==> config.mk <==
export PLATFORM = sky130hd
export DESIGN_NAME = hwtcs_top
export DESIGN_NICKNAME = d
export VERILOG_FILES = /design/src/hwtcs_term_dec.v /design/src/hwtcs_top.v
export VERILOG_INCLUDE_DIRS = /design/src /design/src/src
export SDC_FILE = /design/constraint.sdc
export NUM_CORES = 1
export LEC_CHECK = 0
export BUFFER_PORTS_ARGS = -buffer_cell sky130_fd_sc_hd__buf_2
export CORE_UTILIZATION = 50
export CTS_CLUSTER_DIAMETER = 40
export CTS_CLUSTER_SIZE = 14
export DETAILED_ROUTE_END_ITERATION = 16
export PLACE_DENSITY = 0.81
export SETUP_SLACK_MARGIN = 0.3
export SYNTH_ARGS = -nofsm -noshare
export SYNTH_HDL_FRONTEND = slang
export SYNTH_HIERARCHICAL = 1
export SYNTH_SLANG_ARGS = --single-unit
==> constraint.sdc <==
create_clock -name clk -period 4.35 [get_ports clk]
set_input_delay 0.2175 -clock clk [delete_from_list [all_inputs] [get_ports clk]]
set_output_delay 0.2175 -clock clk [all_outputs]
set_load 0.01 [all_outputs]
==> src/hwtcs_map.vh <==
// constants for the hardware-mode clock and termination select block
`ifndef HWTCS_MAP_VH
`define HWTCS_MAP_VH

// bus interface select codes (hardware control mode)
`define HWTCS_BIS_HW          2'b11
// transmit clock source select codes
`define HWTCS_TCS_TX_CLK_IN        2'b00
`define HWTCS_TCS_PLL         2'b01
`define HWTCS_TCS_MCLK        2'b10
`define HWTCS_TCS_RCLK        2'b11
// mode code classes
`define HWTCS_E1_FRM_HI       2'b01
`define HWTCS_E1_SYNC         4'h8
`define HWTCS_T1_HI           2'b00
`define HWTCS_CC_HI           2'b10
// termination value codes
`define HWTCS_TERM_OFF        3'h0
`define HWTCS_TERM_75         3'h1
`define HWTCS_TERM_100        3'h2
`define HWTCS_TERM_110        3'h3
`define HWTCS_TERM_120        3'h4
// fixed states of non pin-controllable functions
`define HWTCS_FIXED_CTRL      8'h00
// wishbone register byte addresses
`define HWTCS_REG_CLK         4'h0
`define HWTCS_REG_TERM        4'h4
`define HWTCS_REG_MODE        4'h8
`define HWTCS_REG_CTRL        4'hc
// field positions
`define HWTCS_CTRL_SW_EN      0
// reset values
`define HWTCS_CTRL_RST        1'b0
`define HWTCS_DIV_RST         4'h0
// master clock scaling divider (enable every 8 cycles)
`define HWTCS_MCLK_DIV_LAST   4'h7

`endif

==> src/hwtcs_term_dec.v <==
// termination value decoder for one direction
`timescale 1ns/1ps

module hwtcs_term_dec (
    mode,
    disable_pin,
    e1_term_sel,
    term
);
    `include "hwtcs_map.vh"
    input  wire [3:0] mode;
    input  wire       disable_pin;
    input  wire       e1_term_sel;
    output reg  [2:0] term;

    // e1 framed codes 0100..0111 plus the 2048khz sync code
    wire is_e1 = (mode[3:2] == `HWTCS_E1_FRM_HI) ||
                 (mode == `HWTCS_E1_SYNC);

    // disable wins, else value follows mode class
    always @* begin
        if (disable_pin) begin
            term = `HWTCS_TERM_OFF;
        end else if (is_e1) begin
            term = e1_term_sel ? `HWTCS_TERM_120
                               : `HWTCS_TERM_75;
        end else if (mode[3:2] == `HWTCS_T1_HI) begin
            term = `HWTCS_TERM_100;
        end else if (mode[3:2] == `HWTCS_CC_HI) begin
            term = `HWTCS_TERM_110;
        end else begin
            term = `HWTCS_TERM_OFF;
        end
    end
endmodule

==> src/hwtcs_top.v <==
// hardware-mode transmit clock and termination select logic
`timescale 1ns/1ps

module hwtcs_top (
    clk,
    resetn,
    bus_iface_select_0,
    bus_iface_select_1,
    cs_rlb_pin,
    rd_pin,
    wr_pin,
    addr_data_bit0,
    addr_data_bit1,
    tx_clk_src_sel_1,
    tx_mode_lo,
    rx_mode_lo,
    tx_term_disable,
    rx_term_disable,
    e1_term_sel,
    tx_clk_in,
    pll_clk_in,
    rclk_in,
    wb_adr_i,
    wb_dat_i,
    wb_dat_o,
    wb_we_i,
    wb_sel_i,
    wb_cyc_i,
    wb_stb_i,
    wb_ack_o,
    hw_mode_ff,
    pll_ref_ff,
    tx_clock_ff,
    pll_out_ff,
    remote_loopback_en_ff,
    tx_term_ff,
    rx_term_ff,
    fixed_ctrl_ff
);
    `include "hwtcs_map.vh"
    input  wire        clk;
    input  wire        resetn;
    input  wire        bus_iface_select_0;
    input  wire        bus_iface_select_1;
    input  wire        cs_rlb_pin;
    input  wire        rd_pin;
    input  wire        wr_pin;
    input  wire        addr_data_bit0;
    input  wire        addr_data_bit1;
    input  wire        tx_clk_src_sel_1;
    input  wire [2:0]  tx_mode_lo;
    input  wire [1:0]  rx_mode_lo;
    input  wire        tx_term_disable;
    input  wire        rx_term_disable;
    input  wire        e1_term_sel;
    input  wire        tx_clk_in;
    input  wire        pll_clk_in;
    input  wire        rclk_in;
    input  wire [3:0]  wb_adr_i;
    input  wire [31:0] wb_dat_i;
    output reg  [31:0] wb_dat_o;
    input  wire        wb_we_i;
    input  wire [3:0]  wb_sel_i;
    input  wire        wb_cyc_i;
    input  wire        wb_stb_i;
    output reg         wb_ack_o;
    output reg         hw_mode_ff;
    output reg         pll_ref_ff;
    output reg         tx_clock_ff;
    output reg         pll_out_ff;
    output reg         remote_loopback_en_ff;
    output reg  [2:0]  tx_term_ff;
    output reg  [2:0]  rx_term_ff;
    output reg  [7:0]  fixed_ctrl_ff;

    // =======================================================
    // pin synchronisers
    // =======================================================
    // one entry per pin that crosses into the clock domain
    localparam NSYNC = 19;

    wire [NSYNC-1:0] pin_raw;
    reg  [NSYNC-1:0] pin_meta_ff;
    reg  [NSYNC-1:0] pin_sync_ff;

    // straps and shared port pins, bits 7:0
    assign pin_raw[7:0]   = {tx_clk_src_sel_1, addr_data_bit1, addr_data_bit0,
                             wr_pin, rd_pin, cs_rlb_pin,
                             bus_iface_select_1, bus_iface_select_0};
    // mode and termination straps, bits 15:8
    assign pin_raw[15:8]  = {e1_term_sel, rx_term_disable, tx_term_disable,
                             rx_mode_lo, tx_mode_lo};
    // clock sources, bits 18:16
    assign pin_raw[18:16] = {rclk_in, pll_clk_in, tx_clk_in};

    // two flops per pin, one generate entry per bit
    genvar gi;
    generate
        for (gi = 0; gi < NSYNC; gi = gi + 1) begin : g_sync
            always @(posedge clk or negedge resetn) begin
                if (!resetn) begin
                    pin_meta_ff[gi] <= 1'b0;
                    pin_sync_ff[gi] <= 1'b0;
                end else begin
                    pin_meta_ff[gi] <= pin_raw[gi];
                    pin_sync_ff[gi] <= pin_meta_ff[gi];
                end
            end
        end
    endgenerate

    // bus interface select straps
    wire       s_bis0   = pin_sync_ff[0];
    wire       s_bus_iface_select_1   = pin_sync_ff[1];

    // shared port pins reused as straps in hardware mode
    wire       s_cs     = pin_sync_ff[2];
    wire       s_rd     = pin_sync_ff[3];
    wire       s_wr     = pin_sync_ff[4];
    wire       s_ad0    = pin_sync_ff[5];
    wire       s_ad1    = pin_sync_ff[6];
    wire       s_tx_clk_src_sel_1  = pin_sync_ff[7];

    // mode and termination straps
    wire [2:0] s_tmlo   = pin_sync_ff[10:8];
    wire [1:0] s_rmlo   = pin_sync_ff[12:11];
    wire       s_tx_term_disable   = pin_sync_ff[13];
    wire       s_rx_term_disable   = pin_sync_ff[14];
    wire       s_e1_term_sel   = pin_sync_ff[15];

    // clock sources, only ever sampled as levels
    wire       s_tx_clk_in   = pin_sync_ff[16];
    wire       s_pllclk = pin_sync_ff[17];
    wire       s_rclk   = pin_sync_ff[18];

    // =======================================================
    // mode decode and pin remapping
    // =======================================================
    // hardware mode needs both bus select straps high
    wire       hw_mode = ({s_bus_iface_select_1, s_bis0} == `HWTCS_BIS_HW);

    // hardware-mode reuse of port pins as clock and mode selects
    wire [1:0] tx_src_pins = {s_tx_clk_src_sel_1, s_ad0};
    wire [3:0] rx_mode_pins = {s_ad1, s_rd, s_rmlo};
    wire [3:0] tx_mode_pins = {s_wr, s_tmlo};

    // =======================================================
    // software overrides over wishbone
    // =======================================================
    // override registers, never used in hardware mode
    reg        sw_en_ff;
    reg  [1:0] sw_tx_src_ff;
    reg  [3:0] sw_rx_mode_ff;
    reg  [3:0] sw_tx_mode_ff;

    // processor modes use software values while sw_en_ff is set, else pins; hardware mode uses pins
    wire [1:0] tx_src  = (hw_mode || !sw_en_ff) ? tx_src_pins
                                                : sw_tx_src_ff;
    wire [3:0] rx_mode = (hw_mode || !sw_en_ff) ? rx_mode_pins
                                                : sw_rx_mode_ff;
    wire [3:0] tx_mode = (hw_mode || !sw_en_ff) ? tx_mode_pins
                                                : sw_tx_mode_ff;

    // =======================================================
    // master clock scaler
    // =======================================================
    reg  [3:0] div_ff;
    reg        mclk_en_ff;
    reg        mclk_scaled_ff;
    wire       div_wrap = (div_ff == `HWTCS_MCLK_DIV_LAST);
    wire [3:0] nxt_div  = div_wrap ? `HWTCS_DIV_RST : div_ff + 4'h1;

    // divider makes a one-cycle enable pulse on each wrap
    always @(posedge clk or negedge resetn) begin
        if (!resetn) begin
            div_ff     <= `HWTCS_DIV_RST;
            mclk_en_ff <= 1'b0;
        end else begin
            div_ff     <= nxt_div;
            mclk_en_ff <= div_wrap;
        end
    end

    // scaled master clock level flips once per enable pulse
    always @(posedge clk or negedge resetn) begin
        if (!resetn) begin
            mclk_scaled_ff <= 1'b0;
        end else if (mclk_en_ff) begin
            mclk_scaled_ff <= ~mclk_scaled_ff;
        end
    end

    // =======================================================
    // transmit clock select and termination
    // =======================================================
    // selected transmit clock level ahead of its output flop
    reg nxt_tx_clock;

    // four-way source mux
    always @* begin
        case (tx_src)
            `HWTCS_TCS_TX_CLK_IN: nxt_tx_clock = s_tx_clk_in;
            `HWTCS_TCS_PLL:  nxt_tx_clock = s_pllclk;
            `HWTCS_TCS_MCLK: nxt_tx_clock = mclk_scaled_ff;
            default:         nxt_tx_clock = s_rclk;
        endcase
    end

    // decoded termination per direction
    wire [2:0] tx_term_dec;
    wire [2:0] rx_term_dec;

    // one shared e1 select feeds both directions
    hwtcs_term_dec u_tx_term (
        .mode        (tx_mode),
        .disable_pin (s_tx_term_disable),
        .e1_term_sel (s_e1_term_sel),
        .term        (tx_term_dec)
    );

    hwtcs_term_dec u_rx_term (
        .mode        (rx_mode),
        .disable_pin (s_rx_term_disable),
        .e1_term_sel (s_e1_term_sel),
        .term        (rx_term_dec)
    );

    // clock routing outputs follow the bus select straps, tx clock pin and source mux every cycle
    always @(posedge clk or negedge resetn) begin
        if (!resetn) begin
            hw_mode_ff  <= 1'b0;
            pll_ref_ff  <= 1'b0;
            tx_clock_ff <= 1'b0;
            pll_out_ff  <= 1'b0;
        end else begin
            hw_mode_ff  <= hw_mode;
            pll_ref_ff  <= s_tx_clk_in;
            tx_clock_ff <= nxt_tx_clock;
            pll_out_ff  <= nxt_tx_clock;
        end
    end

    // loopback enable and fixed states of other functions
    always @(posedge clk or negedge resetn) begin
        if (!resetn) begin
            remote_loopback_en_ff <= 1'b0;
            fixed_ctrl_ff         <= `HWTCS_FIXED_CTRL;
        end else begin
            remote_loopback_en_ff <= hw_mode & s_cs;
            fixed_ctrl_ff         <= `HWTCS_FIXED_CTRL;
        end
    end

    // termination applies in hardware mode only, no write needed
    always @(posedge clk or negedge resetn) begin
        if (!resetn) begin
            tx_term_ff <= `HWTCS_TERM_OFF;
            rx_term_ff <= `HWTCS_TERM_OFF;
        end else if (hw_mode) begin
            tx_term_ff <= tx_term_dec;
            rx_term_ff <= rx_term_dec;
        end else begin
            tx_term_ff <= `HWTCS_TERM_OFF;
            rx_term_ff <= `HWTCS_TERM_OFF;
        end
    end

    // =======================================================
    // wishbone slave
    // =======================================================
    // a request is taken once; the ack cycle never restarts it
    wire wb_req = wb_cyc_i & wb_stb_i & ~wb_ack_o;
    reg  [31:0] nxt_rdata;

    // read words, one per register
    wire [31:0] clk_word  = {29'h0, pll_out_ff, tx_src};
    wire [31:0] term_word = {26'h0, rx_term_ff, tx_term_ff};
    wire [31:0] mode_word = {22'h0, remote_loopback_en_ff, hw_mode_ff,
                             rx_mode, tx_mode};
    wire [31:0] ctrl_word = {21'h0, sw_tx_src_ff, sw_rx_mode_ff,
                             sw_tx_mode_ff, sw_en_ff};

    // address decode, unmapped offsets read zero
    always @* begin
        if (wb_adr_i == `HWTCS_REG_CLK) begin
            nxt_rdata = clk_word;
        end else if (wb_adr_i == `HWTCS_REG_TERM) begin
            nxt_rdata = term_word;
        end else if (wb_adr_i == `HWTCS_REG_MODE) begin
            nxt_rdata = mode_word;
        end else if (wb_adr_i == `HWTCS_REG_CTRL) begin
            nxt_rdata = ctrl_word;
        end else begin
            nxt_rdata = 32'h0;
        end
    end

    // one-cycle ack; only the control register is writable
    always @(posedge clk or negedge resetn) begin
        if (!resetn) begin
            wb_ack_o      <= 1'b0;
            wb_dat_o      <= 32'h0;
            sw_en_ff      <= `HWTCS_CTRL_RST;
            sw_tx_src_ff  <= 2'h0;
            sw_rx_mode_ff <= 4'h0;
            sw_tx_mode_ff <= 4'h0;
        end else begin
            wb_ack_o <= wb_req;
            wb_dat_o <= wb_req ? nxt_rdata : 32'h0;
            if (wb_req && wb_we_i && (wb_adr_i == `HWTCS_REG_CTRL)) begin
                // lane 0: enable, tx mode, low rx mode bits
                if (wb_sel_i[0]) begin
                    sw_en_ff         <= wb_dat_i[`HWTCS_CTRL_SW_EN];
                    sw_tx_mode_ff    <= wb_dat_i[4:1];
                    sw_rx_mode_ff[2:0] <= wb_dat_i[7:5];
                end
                // lane 1: top rx mode bit and clock source
                if (wb_sel_i[1]) begin
                    sw_rx_mode_ff[3] <= wb_dat_i[8];
                    sw_tx_src_ff     <= wb_dat_i[10:9];
                end
            end
        end
    end
endmodule

## After elaboration in Yosys (flattened, before gate mapping)

Index checks and enable logic that the tools add are counted.

- Multiplexer cells: 21
- $add $sub $neg: 1
- Reduce and logical (&&, ||, !) cells: 12
- Eq/ne operators: 13
- Bitwise operators: 5

Operators with widths:

| operator | number |
|---|---|
| $mux 32 | 4 |
| $mux 3 | 9 |
| $eq 4x4->1 const B | 4 |
| $mux 4 | 3 |
| $mux 11 | 1 |
| $eq 2x2->1 const B | 4 |
| $eq 4x3->1 const B | 2 |
| $eq 2x1->1 const B | 3 |
| $logic_not 2->1 | 3 |
| $mux 2 | 3 |
| $add 4x1->4 const B | 1 |
| $logic_not 4->1 | 1 |
| $reduce_and 2->1 | 2 |
| $and 1x1->1 | 3 |
| $logic_or 1x1->1 | 3 |
| $pmux 1 s3 | 1 |
| $logic_and 1x1->1 | 2 |
| $not 1->1 | 2 |
| $logic_not 1->1 | 1 |

- Output and inout port bits: 52
- Logic and storage cells: 106
- Register bits after elaboration: 98

## Depth between registers and ports, before layout

- Depth after elaboration: 9
- Mapped depth: 6
- Depth with buffers taken out: 5

## Hierarchy

Netlist, hierarchy kept.

Modules (own cells, without submodules):

| module | times used | area an instance (um^2) | seq. area each (um^2) | cells an instance |
|---|---|---|---|---|
| hwtcs_top | 1 | 2,906.5 | 1,926.8 | 199 |
| hwtcs_term_dec | 2 | 65.1 | 0.0 | 9 |

## Worst setup path before layout

OpenSTA, ideal clock, no wires.

- Kind: reg2reg
- Start point: register pin_sync_ff[0] (netlist: s_bis0)
- End point: register rx_term_ff[2]
- Library setup time: 0.066 ns
- Arrival: 2.007 ns
- Clock period less this slack: 2.073 ns
- Setup slack: 2.277 ns
- Cell stages (with the launch flop): 7
- Buffers on the path: 1
- Required time: 4.284 ns
- Cells stage by stage: dfrtp_1 a21boi_0 buf_4 mux2_2 or4b_1 a21oi_1 and3_1

- Cells in the longest elaborated chain, start to end: 8
- Elaborated cells on any way between the ends: 9
- Classes of those cells: eq/ne (3); mux (4); reduce/logical (2)

Ends and longest elaborated chain:

| item | line | RTL |
|---|---|---|
| from (decl) | hwtcs_top.v:84 | `reg [NSYNC-1:0] pin_sync_ff;` |
| from (signal, indexed assignment) | hwtcs_top.v:106 | `pin_sync_ff[gi] <= pin_meta_ff[gi];` |
| $eq 2x2->1 (no line) * | -- |  |
| $logic_or 1x1->1 * | hwtcs_top.v:159 | `wire [3:0] rx_mode = (hw_mode \|\| !sw_en_ff) ? rx_mode_pins` |
| $mux 4 * | hwtcs_top.v:159 |  |
| named net rx_mode[2] | hwtcs_top.v:159 |  |
| $eq 4x4->1 (no line) / $eq 2x1->1 (equally long branches) | -- |  |
| $logic_or 1x1->1 * | hwtcs_term_dec.v:17 | `` wire is_e1 = (mode[3:2] == `HWTCS_E1_FRM_HI) \|\| `` |
| $mux 3 * | hwtcs_term_dec.v:24 | `end else if (is_e1) begin` |
| $mux 3 * | hwtcs_term_dec.v:22 | `if (disable_pin) begin` |
| named net rx_term_dec[2] | hwtcs_top.v:211 | `wire [2:0] rx_term_dec;` |
| $mux 3 * | hwtcs_top.v:259 | `end else if (hw_mode) begin` |
| to (signal assigned) | hwtcs_top.v:258 | `` rx_term_ff <= `HWTCS_TERM_OFF; `` |
| to (signal assigned) | hwtcs_top.v:261 | `rx_term_ff <= rx_term_dec;` |
| to (signal assigned) | hwtcs_top.v:264 | `` rx_term_ff <= `HWTCS_TERM_OFF; `` |
| to (decl) | hwtcs_top.v:73 | `output reg [2:0] rx_term_ff;` |

The timed path passes the listed nets; every way through them passes the cells marked *.
A chain may end at the register's enable or synchronous reset.

## Worst setup path in the final report

Ends and elaborated chain as after synthesis.

==> metrics.cfg <==
[final_layout]
n_antenna_cell=0
layout_commonest_cell=dfrtp_1
drive_gt1_frac=0.362
synthToLayoutAreaGrowth_pct=21.6
fill_cells=446
multiInputGateArea_sq_um=947
fin_nets=369
final-seq-area_sq_um=1930
layout_common_cells=77 x dfrtp_1, 62 x buf_2, 29 x conb_1

[die]
ioPinCount=116
die_w_microns=79.9
initial_utilization=0.516
rows=28
core-area_sq_um=5890
dieArea_sq_um=6390
die_height_microns=79.9

[setup_path]
critical-path-max-stage-delay_ps=600
worstSetupPathDepth=6
rr_worst_depth=6
crit_required_ps=4630
cp_max_fo=9
crit_buf_inv=1
startpoint_type=register
cp_slowest_cell=a21boi_0
critical_path.cell_chain=a21boi_0 -> buf_4 -> mux2_2 -> or4b_1 -> a21oi_1 -> and3_1
crit_arrival_ps=2930
worstSetupPathType=register to register
endpoint_kind=register
cp_top_family=compound AO/OA/AOI/OAI gates

[routing]
wl_per_cell_microns=14.3
dr.pass1.iters=4
dr.first_iter.drc_count=157
drtAntennaViolNets=0
vias=1916
totalWireLength_mm=5.50
drc_errors=0
post_drt_via_cell_ratio=4.99

[timing]
slew_violations=0
rsz0062_at_grt=no
timing.hold.ws_ps=13.5
post-route-period-util=0.608
hold_violations=0
worst_slew_pin_slew_ps=923
relSlewSlack=0.384
clock_skew_ps=14.7
tns_ps=0
max_freq_mhz=378
finalSetupViolCount=0
min_period_ps=2650

[global_route]
antenna_found_initial=0
grt_pass1_vias=1841
overflow=0
grt_usage=0.196
grt_max_degree=78
grt_pass1_wl_mm=8.86

[clock_network]
cts_htree_levels=3
clockBufferDepth=2
cts_root_buffer=clkbuf_8
clk_pin_slew_ps=90
cts_tree=built
clk_latency_ps=350
cts_buffers=9
ctsResizeCount=0
clock_sinks=77

[synthesis]
synth_seq_cells=77
synth_cell_type_count=40
synth_top_area_cell=dfrtp_1
synthFlopType=dfrtp_1
yosysTopAreaCellShare=0.635
synth_edf_count=0
syn-cell-area_sq_um=3040
ys_seq_area_frac=0.635
synthTopCellsByArea=dfrtp_1 63%, mux2_2 7.8%, buf_4 7.7%, mux2i_1 2.0%, a21oi_1 1.8%
syn_avg_cell_area_sq_um=14.0
netlist_instances=217
yosys_warnings=6
synthArstFlopShare=1.00

[place]
dp_hpwl_mm=3.73
io_buffers=63
gp_congestion=0.779

[hold_path]
hp-class=input pin to asynchronous set/reset pin

[pwr]
leakagePower_nw=1.89
peakVddDrop_uv=262
power.density_nw_per_um2=383

[outcome]
status=complete, no violations

[job]
drv_cap=0

==> path summary, 6_finish.rpt <==
kind	slack [ps]	from	end
max in group asynchronous	3740	resetn	s_e1_term_sel
min in group clk	110	wb_dat_i[9]	sw_tx_src_ff[0]
hold reg to reg	350	pin_meta_ff[2]	s_cs
setup / recovery	1700	s_bis0	rx_term_ff[2]
hold / removal	10	resetn	s_cs
setup reg to reg	1700	s_bis0	rx_term_ff[2]
==> cells by family after synthesis <==
logic type                 Yosys count  synth area share
adders and majority gates            1           0.00412
buffers and inverters               38            0.0882
muxes                               29             0.112
AOI/OAI and AO/OA                   22            0.0482
other                                1           0.00123
DFF                                 77             0.635
and+or+nand+nor                     47             0.105
xor gates and xnor gates             2           0.00577
==> metrics by stage <==
step / setup WS (ps) / cell area (sq um) / utilization / std cells / power [mW]
after floorplan: 2280 / 3140 / - / 245 / 0.855
after global placement: 1640 / 3300 / 0.561 / 349 / 0.883
after detailed placement: 1620 / 3300 / 0.561 / 349 / 0.888
after CTS: 1620 / 3690 / 0.627 / 384 / 1.43
after global routing: 1460 / 3690 / 0.627 / 384 / 1.48
final: 1700 / 3690 / 0.627 / 384 / 1.41
==> repair_timing <==
action / 4_1_cts / 5_1_grt
hold buffers: 19 / 0
buffers inserted: 0 / 0
endpoints found under the hold margin: 19 / 0
==> power by group <==
part | switching [mW] | total (mW) | internal, mW
Combinational | 0.0664 | 0.123 | 0.0566
Sequential | 0.0182 | 0.764 | 0.745
Clock | 0.259 | 0.526 | 0.268
Total | 0.343 | 1.41 | 1.07
==> area by class of cell <==
class / instances / area share
Inverter: 3 / 0.00305
Timing Repair Buffer: 83 / 0.140
Multi-Input combinational cell: 130 / 0.257
Clock inverter: 7 / 0.0200
Tap cell: 75 / 0.0254
Clock buffer: 9 / 0.0335
Sequential cell: 77 / 0.522
==> flip-flops by register name, indices dropped and copies added (netlist names), 2 cells and up <==
register	count
pin_meta_ff	19
wb_dat_o	11
pin_sync_ff	5
div_ff	4
sw_rx_mode_ff	4
sw_tx_mode_ff	4
rx_term_ff	3
tx_term_ff	3
sw_tx_src_ff	2
==> layer usage <==
metal,GRT usage,vias up,part of all wire
met5,0,-,0
met4,0.116,0,0.025
met3,0.0514,11,0.080
met2,0.313,95,0.50
met1,0.239,937,0.40
li1,-,873,-
==> cells in the mapped netlist, drive strengths merged (2+ instances only) <==
library cell / n
or4b: 2
and3: 8
mux2: 21
o32ai: 4
nand2: 6
a31o: 2
or3b: 2
inv: 3
or3: 3
buf: 34
mux2i: 6
mux4: 2
or2b: 2
nand4: 2
nor3b: 2
nand2b: 2
a211oi: 2
a21oi: 11
xor2: 2
nor2: 8
nor4: 4
dfrtp: 77
Power figures use the tool's default switching activity.
